**src/hw/fobe_pkg.sv**
```systemverilog
// constants, carriers and state layouts shared by the overlay and boot entry block
// assumes a 50 MHz system clock and a 32-bit classic wishbone register port
package fobe_pkg;
   // register byte offsets
   localparam logic [7:0] OFS_OVERLAY = 8'h00;
   localparam logic [7:0] OFS_STATUS = 8'h04;
   localparam logic [7:0] OFS_PERIOD = 8'h08;
   // overlay select fields and value after reset
   localparam logic [15:0] OVERLAY_RESET = 16'h0000;
   localparam int EMU_SEL_BIT = 2;
   localparam int AREA_HI_BIT = 1;
   localparam int AREA_LO_BIT = 0;
   // address map of the overlay
   localparam logic [9:0] FLASH_EMU_TOP = 10'h001;
   localparam logic [13:0] RAM_WIN_TOP = 14'h3ffe;
   localparam logic [1:0] KB_IN_BLOCK_FIRST = 2'h0;
   // mode pin codes, ordered {write permit, md3, md2, md1, md0}
   localparam logic [4:0] BOOT_CODE = 5'h00;
   localparam logic [4:0] USER_PROG_CODE = 5'h02;
   localparam logic [1:0] START_WAIT = 2'h3;
   // bit rate measurement and loader
   localparam int BAUD_W = 17;
   localparam logic [16:0] BITS_IN_SPAN = 17'h00009;
   localparam logic [16:0] SPAN_ROUND = 17'h00004;
   localparam logic [16:0] MIN_PERIOD = 17'h00004;
   localparam logic [7:0] ACK_BYTE = 8'h00;
   localparam logic [7:0] KEY_BYTE = 8'h55;
   localparam logic [7:0] FILL_BYTE = 8'h00;
   localparam logic [23:0] PROG_AREA_BASE = 24'hffe000;

   typedef struct packed {
      logic cyc;
      logic stb;
      logic we;
      logic [7:0] adr;
      logic [3:0] sel;
      logic [31:0] dat;
   } fobe_wb_req_t;

   typedef struct packed {
      logic ack;
      logic [31:0] dat;
   } fobe_wb_rsp_t;

   typedef struct packed {
      logic req;
      logic we;
      logic [23:0] addr;
   } fobe_mem_req_t;

   typedef struct packed {
      logic rxd;
      logic flash_write_permit_pin;
      logic mode_pin_3;
      logic mode_pin_2;
      logic mode_pin_1;
      logic mode_pin_0;
   } fobe_pins_t;

   typedef enum logic [3:0] {
      BT_OFF, BT_HUNT, BT_MEASURE, BT_ACK, BT_WAIT_KEY,
      BT_LEN_HI, BT_LEN_LO, BT_LOAD, BT_BRANCH, BT_DONE, BT_FAIL
   } fobe_boot_t;

   typedef enum logic [1:0] {
      SR_IDLE, SR_START, SR_DATA, SR_STOP
   } fobe_ser_t;
endpackage

```
**src/hw/fobe_ser_rx.sv**
```systemverilog
// serial receiver for the boot link: 8 data bits, 1 stop bit, no parity
// assumes rxd is already synchronised to clk and period is stable while enabled
`timescale 1ns/1ps
module fobe_ser_rx (
   // clock, reset, enable
   input wire logic clk,
   input wire logic rst,
   input wire logic ce,
   input wire logic en,
   // line and rate
   input wire logic rxd,
   input wire logic [fobe_pkg::BAUD_W-1:0] period,
   // received byte
   output logic valid,
   output logic [7:0] data
);
   import fobe_pkg::*;
   typedef struct packed {
      fobe_ser_t state;
      logic [BAUD_W-1:0] cnt;
      logic [2:0] bitn;
      logic [7:0] shift;
      logic valid;
   } fobe_rx_st_t;
   fobe_rx_st_t st_ff, nxt_st;

   always_comb begin
      nxt_st = st_ff;
      nxt_st.valid = 1'b0;
      if (st_ff.cnt != '0) begin
         nxt_st.cnt = st_ff.cnt - 1'b1;
      end
      case (st_ff.state)
         SR_IDLE: begin
            if (en && !rxd) begin
               nxt_st.state = SR_START;
               nxt_st.cnt = period >> 1;
            end
         end
         SR_START: begin
            if (st_ff.cnt == '0) begin
               // a glitch shorter than half a bit is dropped here
               nxt_st.state = rxd ? SR_IDLE : SR_DATA;
               nxt_st.cnt = period;
               nxt_st.bitn = 3'h0;
            end
         end
         SR_DATA: begin
            if (st_ff.cnt == '0) begin
               nxt_st.shift = {rxd, st_ff.shift[7:1]};
               nxt_st.cnt = period;
               nxt_st.bitn = st_ff.bitn + 1'b1;
               if (st_ff.bitn == 3'h7) begin
                  nxt_st.state = SR_STOP;
               end
            end
         end
         SR_STOP: begin
            if (st_ff.cnt == '0) begin
               nxt_st.state = SR_IDLE;
               nxt_st.valid = rxd;
            end
         end
         default: nxt_st.state = SR_IDLE;
      endcase
   end

   always_ff @(posedge clk or posedge rst) begin
      if (rst) begin
         st_ff <= '0;
      end else if (ce) begin
         st_ff <= nxt_st;
      end
   end

   assign valid = st_ff.valid;
   assign data = st_ff.shift;
endmodule

```
**src/hw/fobe_ser_tx.sv**
```systemverilog
// serial transmitter for the boot link: start, 8 data bits lsb first, 1 stop bit
// assumes start is a one-cycle pulse given only while busy is low
`timescale 1ns/1ps
module fobe_ser_tx (
   // clock, reset, enable
   input wire logic clk,
   input wire logic rst,
   input wire logic ce,
   // request
   input wire logic start,
   input wire logic [7:0] data,
   input wire logic [fobe_pkg::BAUD_W-1:0] period,
   // line and status
   output logic txd,
   output logic busy,
   output logic done
);
   import fobe_pkg::*;
   typedef struct packed {
      logic busy;
      logic done;
      logic txd_n;
      logic [BAUD_W-1:0] cnt;
      logic [3:0] bitn;
      logic [8:0] shift;
   } fobe_tx_st_t;
   fobe_tx_st_t st_ff, nxt_st;

   always_comb begin
      nxt_st = st_ff;
      nxt_st.done = 1'b0;
      if (!st_ff.busy) begin
         if (start) begin
            nxt_st.busy = 1'b1;
            nxt_st.txd_n = 1'b1;
            nxt_st.shift = {1'b1, data};
            nxt_st.cnt = period;
            nxt_st.bitn = 4'h0;
         end
      end else if (st_ff.cnt != '0) begin
         nxt_st.cnt = st_ff.cnt - 1'b1;
      end else begin
         nxt_st.cnt = period;
         nxt_st.txd_n = ~st_ff.shift[0];
         nxt_st.shift = {1'b1, st_ff.shift[8:1]};
         nxt_st.bitn = st_ff.bitn + 1'b1;
         if (st_ff.bitn == 4'h9) begin
            nxt_st.busy = 1'b0;
            nxt_st.done = 1'b1;
            nxt_st.txd_n = 1'b0;
         end
      end
   end

   // line idles high; stored inverted so reset to zero gives a high line
   always_ff @(posedge clk or posedge rst) begin
      if (rst) begin
         st_ff <= '0;
      end else if (ce) begin
         st_ff <= nxt_st;
      end
   end

   assign txd = ~st_ff.txd_n;
   assign busy = st_ff.busy;
   assign done = st_ff.done;
endmodule

```
**src/hw/fobe_top.sv**
```systemverilog
// flash ram overlay, programming mode entry and boot loader with bit rate detection
// assumes same-clock bus inputs and asynchronous mode and serial pins
// How it works
// - overlay select cleared by power-on reset only
// - reserved bits 15..3 read zero, written zero
// - emulation select enables overlay, locks program/erase
// - only first kilobyte of block is overlaid
// - area bits pick block four to seven
// - programming state only from pins at reset
// - decode boot and user program pin codes
// - boot mode uses serial channel one, async
// - loader stores received bytes into ram, in order
// - branch to program area start when loaded
// - measure low time of zero bytes for rate
// - frames are 8 data, 1 stop, no parity
// - send one zero byte after rate computed
// - rate detection valid within clock ranges
`timescale 1ns/1ps
module fobe_top (
   // clock, reset, enable
   input wire logic clk,
   input wire logic rst,
   input wire logic ce,
   input wire logic standby,
   // register bus
   input wire fobe_pkg::fobe_wb_req_t wb_req,
   output fobe_pkg::fobe_wb_rsp_t wb_rsp,
   // pins
   input wire fobe_pkg::fobe_pins_t pins,
   output logic txd,
   // cpu memory path
   input wire fobe_pkg::fobe_mem_req_t cpu_req,
   output fobe_pkg::fobe_mem_req_t mem_req,
   output logic mem_to_ram,
   // flash control
   output logic flash_pe_lock,
   output logic flash_pe_permit,
   output logic boot_mode,
   output logic user_prog_mode,
   // loader ram port and branch
   output logic ram_we,
   output logic [23:0] ram_addr,
   output logic [7:0] ram_data,
   output logic branch,
   output logic [23:0] branch_addr
);
   import fobe_pkg::*;

   typedef struct packed {
      fobe_pins_t pin_s1;
      fobe_pins_t pin_s2;
      logic rx_prev;
      logic [1:0] start_cnt;
      logic mode_valid;
      logic boot;
      logic user;
      logic [2:0] overlay;
      logic ack;
      logic [31:0] rdat;
      fobe_mem_req_t map;
      logic map_ram;
      logic pe_lock;
      logic pe_permit;
      fobe_boot_t bstate;
      logic [BAUD_W-1:0] meas_cnt;
      logic [BAUD_W-1:0] bit_period;
      logic tx_start;
      logic [15:0] len;
      logic [15:0] load_cnt;
      logic ram_we;
      logic [23:0] ram_addr;
      logic [7:0] ram_data;
      logic branch;
      logic [23:0] branch_addr;
   } fobe_top_st_t;

   fobe_top_st_t st_ff, nxt_st;
   logic rx_now;
   logic rx_en;
   logic rx_valid;
   logic [7:0] rx_data;
   logic tx_txd;
   logic tx_busy;
   logic tx_done;
   logic wb_hit;
   logic ovl_hit;
   logic [BAUD_W-1:0] period_calc;
   logic [4:0] mode_code;
   logic [31:0] status_word;

   // the line is read only after two stages
   assign rx_now = st_ff.pin_s2.rxd;
   assign mode_code = {st_ff.pin_s2.flash_write_permit_pin, st_ff.pin_s2.mode_pin_3,
                       st_ff.pin_s2.mode_pin_2, st_ff.pin_s2.mode_pin_1, st_ff.pin_s2.mode_pin_0};
   assign rx_en = (st_ff.bstate == BT_WAIT_KEY) || (st_ff.bstate == BT_LEN_HI) ||
                  (st_ff.bstate == BT_LEN_LO) || (st_ff.bstate == BT_LOAD);
   assign wb_hit = wb_req.cyc && wb_req.stb;
   // rounding keeps the error under half a cycle per bit over the nine-bit span
   assign period_calc = BAUD_W'((st_ff.meas_cnt + SPAN_ROUND) / BITS_IN_SPAN);
   assign ovl_hit = st_ff.overlay[EMU_SEL_BIT] &&
                    (cpu_req.addr[23:14] == FLASH_EMU_TOP) &&
                    (cpu_req.addr[13:12] == {st_ff.overlay[AREA_HI_BIT], st_ff.overlay[AREA_LO_BIT]}) &&
                    (cpu_req.addr[11:10] == KB_IN_BLOCK_FIRST);
   assign status_word = {st_ff.load_cnt, 4'h0, st_ff.bstate, 2'h0, st_ff.bstate == BT_FAIL,
                         st_ff.bstate == BT_DONE, st_ff.pe_permit, st_ff.user, st_ff.boot, st_ff.mode_valid};

   always_comb begin
      nxt_st = st_ff;
      nxt_st.ack = 1'b0;
      nxt_st.tx_start = 1'b0;
      nxt_st.ram_we = 1'b0;
      nxt_st.branch = 1'b0;

      // pin synchronisers
      nxt_st.pin_s1 = pins;
      nxt_st.pin_s2 = st_ff.pin_s1;
      nxt_st.rx_prev = rx_now;

      // pins are caught once, a few cycles after reset release
      if (!st_ff.mode_valid) begin
         if (st_ff.start_cnt == START_WAIT) begin
            nxt_st.mode_valid = 1'b1;
            nxt_st.boot = (mode_code == BOOT_CODE);
            nxt_st.user = (mode_code == USER_PROG_CODE);
         end else begin
            nxt_st.start_cnt = st_ff.start_cnt + 1'b1;
         end
      end

      // register bus: ack one cycle after the request, write at the acked edge
      if (wb_hit && !st_ff.ack) begin
         nxt_st.ack = 1'b1;
         case (wb_req.adr)
            OFS_OVERLAY: nxt_st.rdat = {16'h0000, 13'h0000, st_ff.overlay};
            OFS_STATUS: nxt_st.rdat = status_word;
            OFS_PERIOD: nxt_st.rdat = {15'h0000, st_ff.bit_period};
            default: nxt_st.rdat = 32'h0000_0000;
         endcase
      end
      // standby does not touch this register; only reset clears it
      if (st_ff.ack && wb_hit && wb_req.we && (wb_req.adr == OFS_OVERLAY) && wb_req.sel[0]) begin
         nxt_st.overlay = wb_req.dat[2:0];
      end

      // address steering, both directions alike
      nxt_st.map.req = cpu_req.req;
      nxt_st.map.we = cpu_req.we;
      nxt_st.map.addr = ovl_hit ? {RAM_WIN_TOP, cpu_req.addr[9:0]} : cpu_req.addr;
      nxt_st.map_ram = ovl_hit || (cpu_req.addr[23:10] == RAM_WIN_TOP);
      nxt_st.pe_lock = st_ff.overlay[EMU_SEL_BIT];
      nxt_st.pe_permit = st_ff.mode_valid && (st_ff.boot || st_ff.user) && !st_ff.overlay[EMU_SEL_BIT];

      // boot loader over serial channel one
      case (st_ff.bstate)
         BT_OFF: begin
            if (st_ff.mode_valid && st_ff.boot) begin
               nxt_st.bstate = BT_HUNT;
            end
         end
         BT_HUNT: begin
            if (st_ff.rx_prev && !rx_now) begin
               nxt_st.bstate = BT_MEASURE;
               nxt_st.meas_cnt = {{(BAUD_W-1){1'b0}}, 1'b1};
            end
         end
         BT_MEASURE: begin
            if (!rx_now) begin
               if (st_ff.meas_cnt != {BAUD_W{1'b1}}) begin
                  nxt_st.meas_cnt = st_ff.meas_cnt + 1'b1;
               end
            end else if (period_calc < MIN_PERIOD) begin
               // too short for a real frame at a supported rate; treat as noise
               nxt_st.bstate = BT_HUNT;
            end else begin
               nxt_st.bit_period = period_calc;
               nxt_st.tx_start = 1'b1;
               nxt_st.bstate = BT_ACK;
            end
         end
         BT_ACK: begin
            if (tx_done) begin
               nxt_st.bstate = BT_WAIT_KEY;
            end
         end
         BT_WAIT_KEY: begin
            if (rx_valid) begin
               if (rx_data == KEY_BYTE) begin
                  nxt_st.bstate = BT_LEN_HI;
               end else if (rx_data != FILL_BYTE) begin
                  // only a power-on reset leaves this state
                  nxt_st.bstate = BT_FAIL;
               end
            end
         end
         BT_LEN_HI: begin
            if (rx_valid) begin
               nxt_st.len = {rx_data, 8'h00};
               nxt_st.bstate = BT_LEN_LO;
            end
         end
         BT_LEN_LO: begin
            if (rx_valid) begin
               nxt_st.len = {st_ff.len[15:8], rx_data};
               nxt_st.load_cnt = 16'h0000;
               nxt_st.bstate = ({st_ff.len[15:8], rx_data} == 16'h0000) ? BT_BRANCH : BT_LOAD;
            end
         end
         BT_LOAD: begin
            if (rx_valid) begin
               nxt_st.ram_we = 1'b1;
               nxt_st.ram_addr = PROG_AREA_BASE + {8'h00, st_ff.load_cnt};
               nxt_st.ram_data = rx_data;
               nxt_st.load_cnt = st_ff.load_cnt + 1'b1;
               if (st_ff.load_cnt + 1'b1 == st_ff.len) begin
                  nxt_st.bstate = BT_BRANCH;
               end
            end
         end
         BT_BRANCH: begin
            nxt_st.branch = 1'b1;
            nxt_st.branch_addr = PROG_AREA_BASE;
            nxt_st.bstate = BT_DONE;
         end
         BT_DONE: nxt_st.bstate = BT_DONE;
         BT_FAIL: nxt_st.bstate = BT_FAIL;
         default: nxt_st.bstate = BT_OFF;
      endcase
   end

   always_ff @(posedge clk or posedge rst) begin
      if (rst) begin
         st_ff <= '0;
      end else if (ce) begin
         st_ff <= nxt_st;
      end
   end

   fobe_ser_rx u_rx (
      .clk(clk),
      .rst(rst),
      .ce(ce),
      .en(rx_en),
      .rxd(rx_now),
      .period(st_ff.bit_period),
      .valid(rx_valid),
      .data(rx_data)
   );

   fobe_ser_tx u_tx (
      .clk(clk),
      .rst(rst),
      .ce(ce),
      .start(st_ff.tx_start),
      .data(ACK_BYTE),
      .period(st_ff.bit_period),
      .txd(tx_txd),
      .busy(tx_busy),
      .done(tx_done)
   );

   assign txd = tx_txd;
   assign wb_rsp.ack = st_ff.ack;
   assign wb_rsp.dat = st_ff.rdat;
   assign mem_req = st_ff.map;
   assign mem_to_ram = st_ff.map_ram;
   assign flash_pe_lock = st_ff.pe_lock;
   assign flash_pe_permit = st_ff.pe_permit;
   assign boot_mode = st_ff.boot;
   assign user_prog_mode = st_ff.user;
   assign ram_we = st_ff.ram_we;
   assign ram_addr = st_ff.ram_addr;
   assign ram_data = st_ff.ram_data;
   assign branch = st_ff.branch;
   assign branch_addr = st_ff.branch_addr;

   // standby needs no action: nothing here is cleared by it
   logic unused_inputs;
   assign unused_inputs = standby ^ tx_busy;
endmodule

```
**config.mk**
```make
export PLATFORM = sky130hd
export DESIGN_NAME = fobe_top
export DESIGN_NICKNAME = d
export VERILOG_FILES = /design/src/hw/fobe_pkg.sv /design/src/hw/fobe_ser_rx.sv /design/src/hw/fobe_ser_tx.sv /design/src/hw/fobe_top.sv
export SDC_FILE = /design/constraint.sdc
export NUM_CORES = 1
export LEC_CHECK = 0
export BUFFER_PORTS_ARGS = -buffer_cell sky130_fd_sc_hd__buf_2
export CAP_MARGIN = 25
export CORE_MARGIN = 5
export CORE_UTILIZATION = 50
export DETAILED_ROUTE_END_ITERATION = 6
export PLACE_DENSITY_LB_ADDON = 0.25
export SETUP_SLACK_MARGIN = 0.1
export SYNTH_ARGS = -nofsm -noshare
export SYNTH_HDL_FRONTEND = slang
export SYNTH_SLANG_ARGS = --single-unit
```
**constraint.sdc**
```tcl
create_clock -name clk -period 7.8 [get_ports clk]
set_input_delay 0 -clock clk [delete_from_list [all_inputs] [get_ports clk]]
set_output_delay 0 -clock clk [all_outputs]
set_load 0.02 [all_outputs]
```
==> impl_metrics.yaml <==
synth:
  yosysWarnings: 0
  synth_xor_area_frac: 0.03945
  postSynthCellCount: 1759
  synth_seq_area_share: 0.3865
  synth_seq_cells: 242
  synth_top_family_by_area: "compound AO/OA/AOI/OAI gates"
  synth.mux.area_fraction: 0.03873
  avgSynthCellArea_um2: 8.907
  synth_area_um2: 15670
  synthDistinctLibCells: 109
  synthAdderAreaFrac: 0.01901
  postSynth.asyncResetShare: 1.000
  synth_edf_count: 0
  synth-compound-area-share: 0.2257
  synth_flop_cell: "dfrtp_1"
  synth-simple-area-share: 0.2000
cts:
  cts.path.max_buffers: 3
  clk_pin_slew_ns: 0.07
  worstSkewPairLatency_ns: 0.52
  cts_made_buffers: 24
  clock_sinks: 242
  cts_tree: "built"
  htree_levels: 1
  clockRootBuffer: "clkbuf_16"
global_route:
  grt_pass1_vias: 13300
  grt_antenna_before_repair: 0
  grt_usage: 0.2216
  grt_pass1_wl_mm: 67.52
  gr-total-overflow: 0
  grt_max_degree: 99
sta:
  rsz0062_at_grt: "true"
  fin_tns_setup_ns: 0
  fmax_ghz: 0.1298
  worst_pin_slew_ns: 1.039
  fin_skew_ns: 0.01747
  slew_viol_final: 0
  finalSetupViolations: 0
  relSlewSlack: 0.3048
  hold_viol: 0
  fin_crit_sh: 0.9877
  hold_ws_ns: 0.04619
  period_minus_slack_ns: 7.704
drt:
  ant_nets: 0
  wl_per_cell_um: 17.62
  drc: 0
  vias: 13930
  post_drt_via_cell_ratio: 5.898
  drt_first_iter_violations: 1192
  drt-total-wl_mm: 41.62
  drt_first_pass_iters: 6
finish:
  syn_to_final_growth_pct: 20.47
  nFillCells: 2550
  stdcell_count: 2362
  fin_area_um2: 18870
  final_common_cell: "nand2_1"
  antenna_cells: 0
  finish.utilization: 0.6138
  layout_common_cells: "237 x nand2_1, 235 x dfrtp_1, 156 x buf_2"
  drive_gt1_frac: 0.2823
  final_nets: 2056
pwr:
  switching_power_mw: 0.9806
  internal_power_mw: 2.312
  switching_share: 0.2978
  leakagePower_nw: 8.602
  seq_power_share: 0.450
  peakVddDrop_uv: 93.84
  combinationalPowerShare: 0.192
  power-per-cell-area_nw_per_um2: 174.5
  power.share.clock: 0.358
worst_setup_path:
  crit_path_frequent_cell: "buf_4"
  max_stage_delay_ns: 0.46
  r2r_slack_ns: 0.1
  worstPathArrival_ns: 8.10
  r2r_start: "st_ff[111]"
  end_kind: "flop"
  reg2reg_depth: 32
  timing.rr.end: "st_ff[91]"
  start_kind: "flop"
  required_ns: 8.20
  path_class: "flop to flop"
  cp_max_fo: 8
  critical-path-slowest-cell: "a2111oi_2"
die:
  initial_utilization: 0.5095
  rows: 64
  ios: 206
  dieHeight_um: 187.0
  die_area_um2: 34970
  coreArea_um2: 30750
  die_x_um: 187.0
placed_design:
  placed_area_um2: 16680
  post-dp-hpwl_mm: 28.28
  placed_cells: 2242
  io_buffer_count: 157
  gp_congestion: 0.9117
hold_path:
  hold_class: "primary input to flop"
  min_from: "wb_req[36]"
  holdPathEnd: "nxt_st[130]"
  min_path_cells: 5
run:
  maxCapViolations: 0
outcome:
  status: "complete, no violations"
[cell families (layout without fill, tap and decap cells)]
logic type                 after synthesis  after routing
muxes                                   54             54
and+or+nand+nor                        625            625
xor gates and xnor gates                68             68
DFF                                    242            242
buffers and inverters                  247            440
adders and majority gates               24             24
AOI/OAI and AO/OA                      498            498
other                                    1             15
[routing by layer]
metal  track usage  part of all wire
met1        0.3117              0.45
met2        0.3677              0.47
met3       0.02800             0.055
met4       0.05290             0.023
met5             0                 0
[timing repair]
action	CTS	global route
pin swaps	4	54
setup endpoints to repair	6	16
setup buffers	2	35
gates cloned	0	1
resized for setup	9	120
hold buffers	38	0
hold endpoints to repair	136	0
[state kept, by name, indices dropped and copies added, names as in the netlist, 8 cells and up]
name and flops:
u_rx.st_ff 22, wb_rsp 31, ram_addr 18, st_ff 74
u_rx.data 8, mem_req 26, u_tx.st_ff 31, ram_data 8
[synthesized netlist by cell type, types with 22 or more instances]
library cell | n | area (um2)
clkbuf_1 | 66 | 247.7
nand2b_1 | 23 | 143.9
nand2_1 | 243 | 912.1
buf_4 | 120 | 900.9
nand4_1 | 27 | 168.9
and3_1 | 24 | 150.1
dfrtp_1 | 242 | 6056
o21ai_0 | 146 | 730.7
nand3_1 | 47 | 235.2
and2_1 | 25 | 156.4
a22o_1 | 38 | 332.8
nor3_1 | 38 | 190.2
xnor2_1 | 43 | 376.6
xor2_1 | 22 | 192.7
inv_1 | 40 | 150.1
nor2_1 | 96 | 360.4
mux2_2 | 46 | 518.0
a21oi_1 | 79 | 395.4
ha_1 | 23 | 287.8
nor4_1 | 24 | 150.1
[critical path: cells and delay by family, from the launching register on]
| kind | cells | cell delay [ns] |
|---|---|---|
| AO/OA/AOI/OAI | 17 | 4.42 |
| XOR/XNOR | 1 | 0.21 |
| adder cells (fa/ha/maj) | 1 | 0.21 |
| buffers and inverters | 4 | 0.64 |
| flip-flops | 1 | 0.39 |
| AND/OR/NAND/NOR | 9 | 1.70 |
[power groups by stage]
stage / combinational, mW / sequential (mW) / clock [mW]
floorplan: 0.504 / 1.47 / 0
detailed placement: 0.610 / 1.50 / 0
global placement: 0.588 / 1.49 / 0
CTS: 0.628 / 1.48 / 1.20
finish: 0.631 / 1.48 / 1.18
global route: 0.718 / 1.50 / 1.25
[cell type report]
class,instances,area (um2),area share
flip-flops and latches,242,6065,0.3213
clock buffers,34,699.4,0.03706
clock inverters,8,103.9,0.005502
well taps,396,495.5,0.02625
multi-input cells,1284,8879,0.4704
inverters,42,165.2,0.008750
repair buffers,356,2467,0.1307
[how the worst max path moves through the flow]
stage / start / end / slack [ns] / cells after the start
detailed placement: st_ff[110] / st_ff[91] / -0.06 / 30
finish: st_ff[111] / st_ff[91] / 0.1 / 32
floorplan: st_ff[111] / st_ff[91] / 0.51 / 29
global route: st_ff[111] / st_ff[91] / -0.24 / 32
global placement: st_ff[110] / st_ff[91] / 0.11 / 30
CTS: st_ff[110] / st_ff[91] / 0.11 / 29
[stage by stage]
stage	worst slack, ns	power [mW]
global placement	0.1145	2.083
detailed placement	-0.05590	2.110
floorplan	0.5126	1.975
global route	-0.2442	3.471
finish	0.09567	3.293
CTS	0.1111	3.309
(Power assumes the default switching activity.)
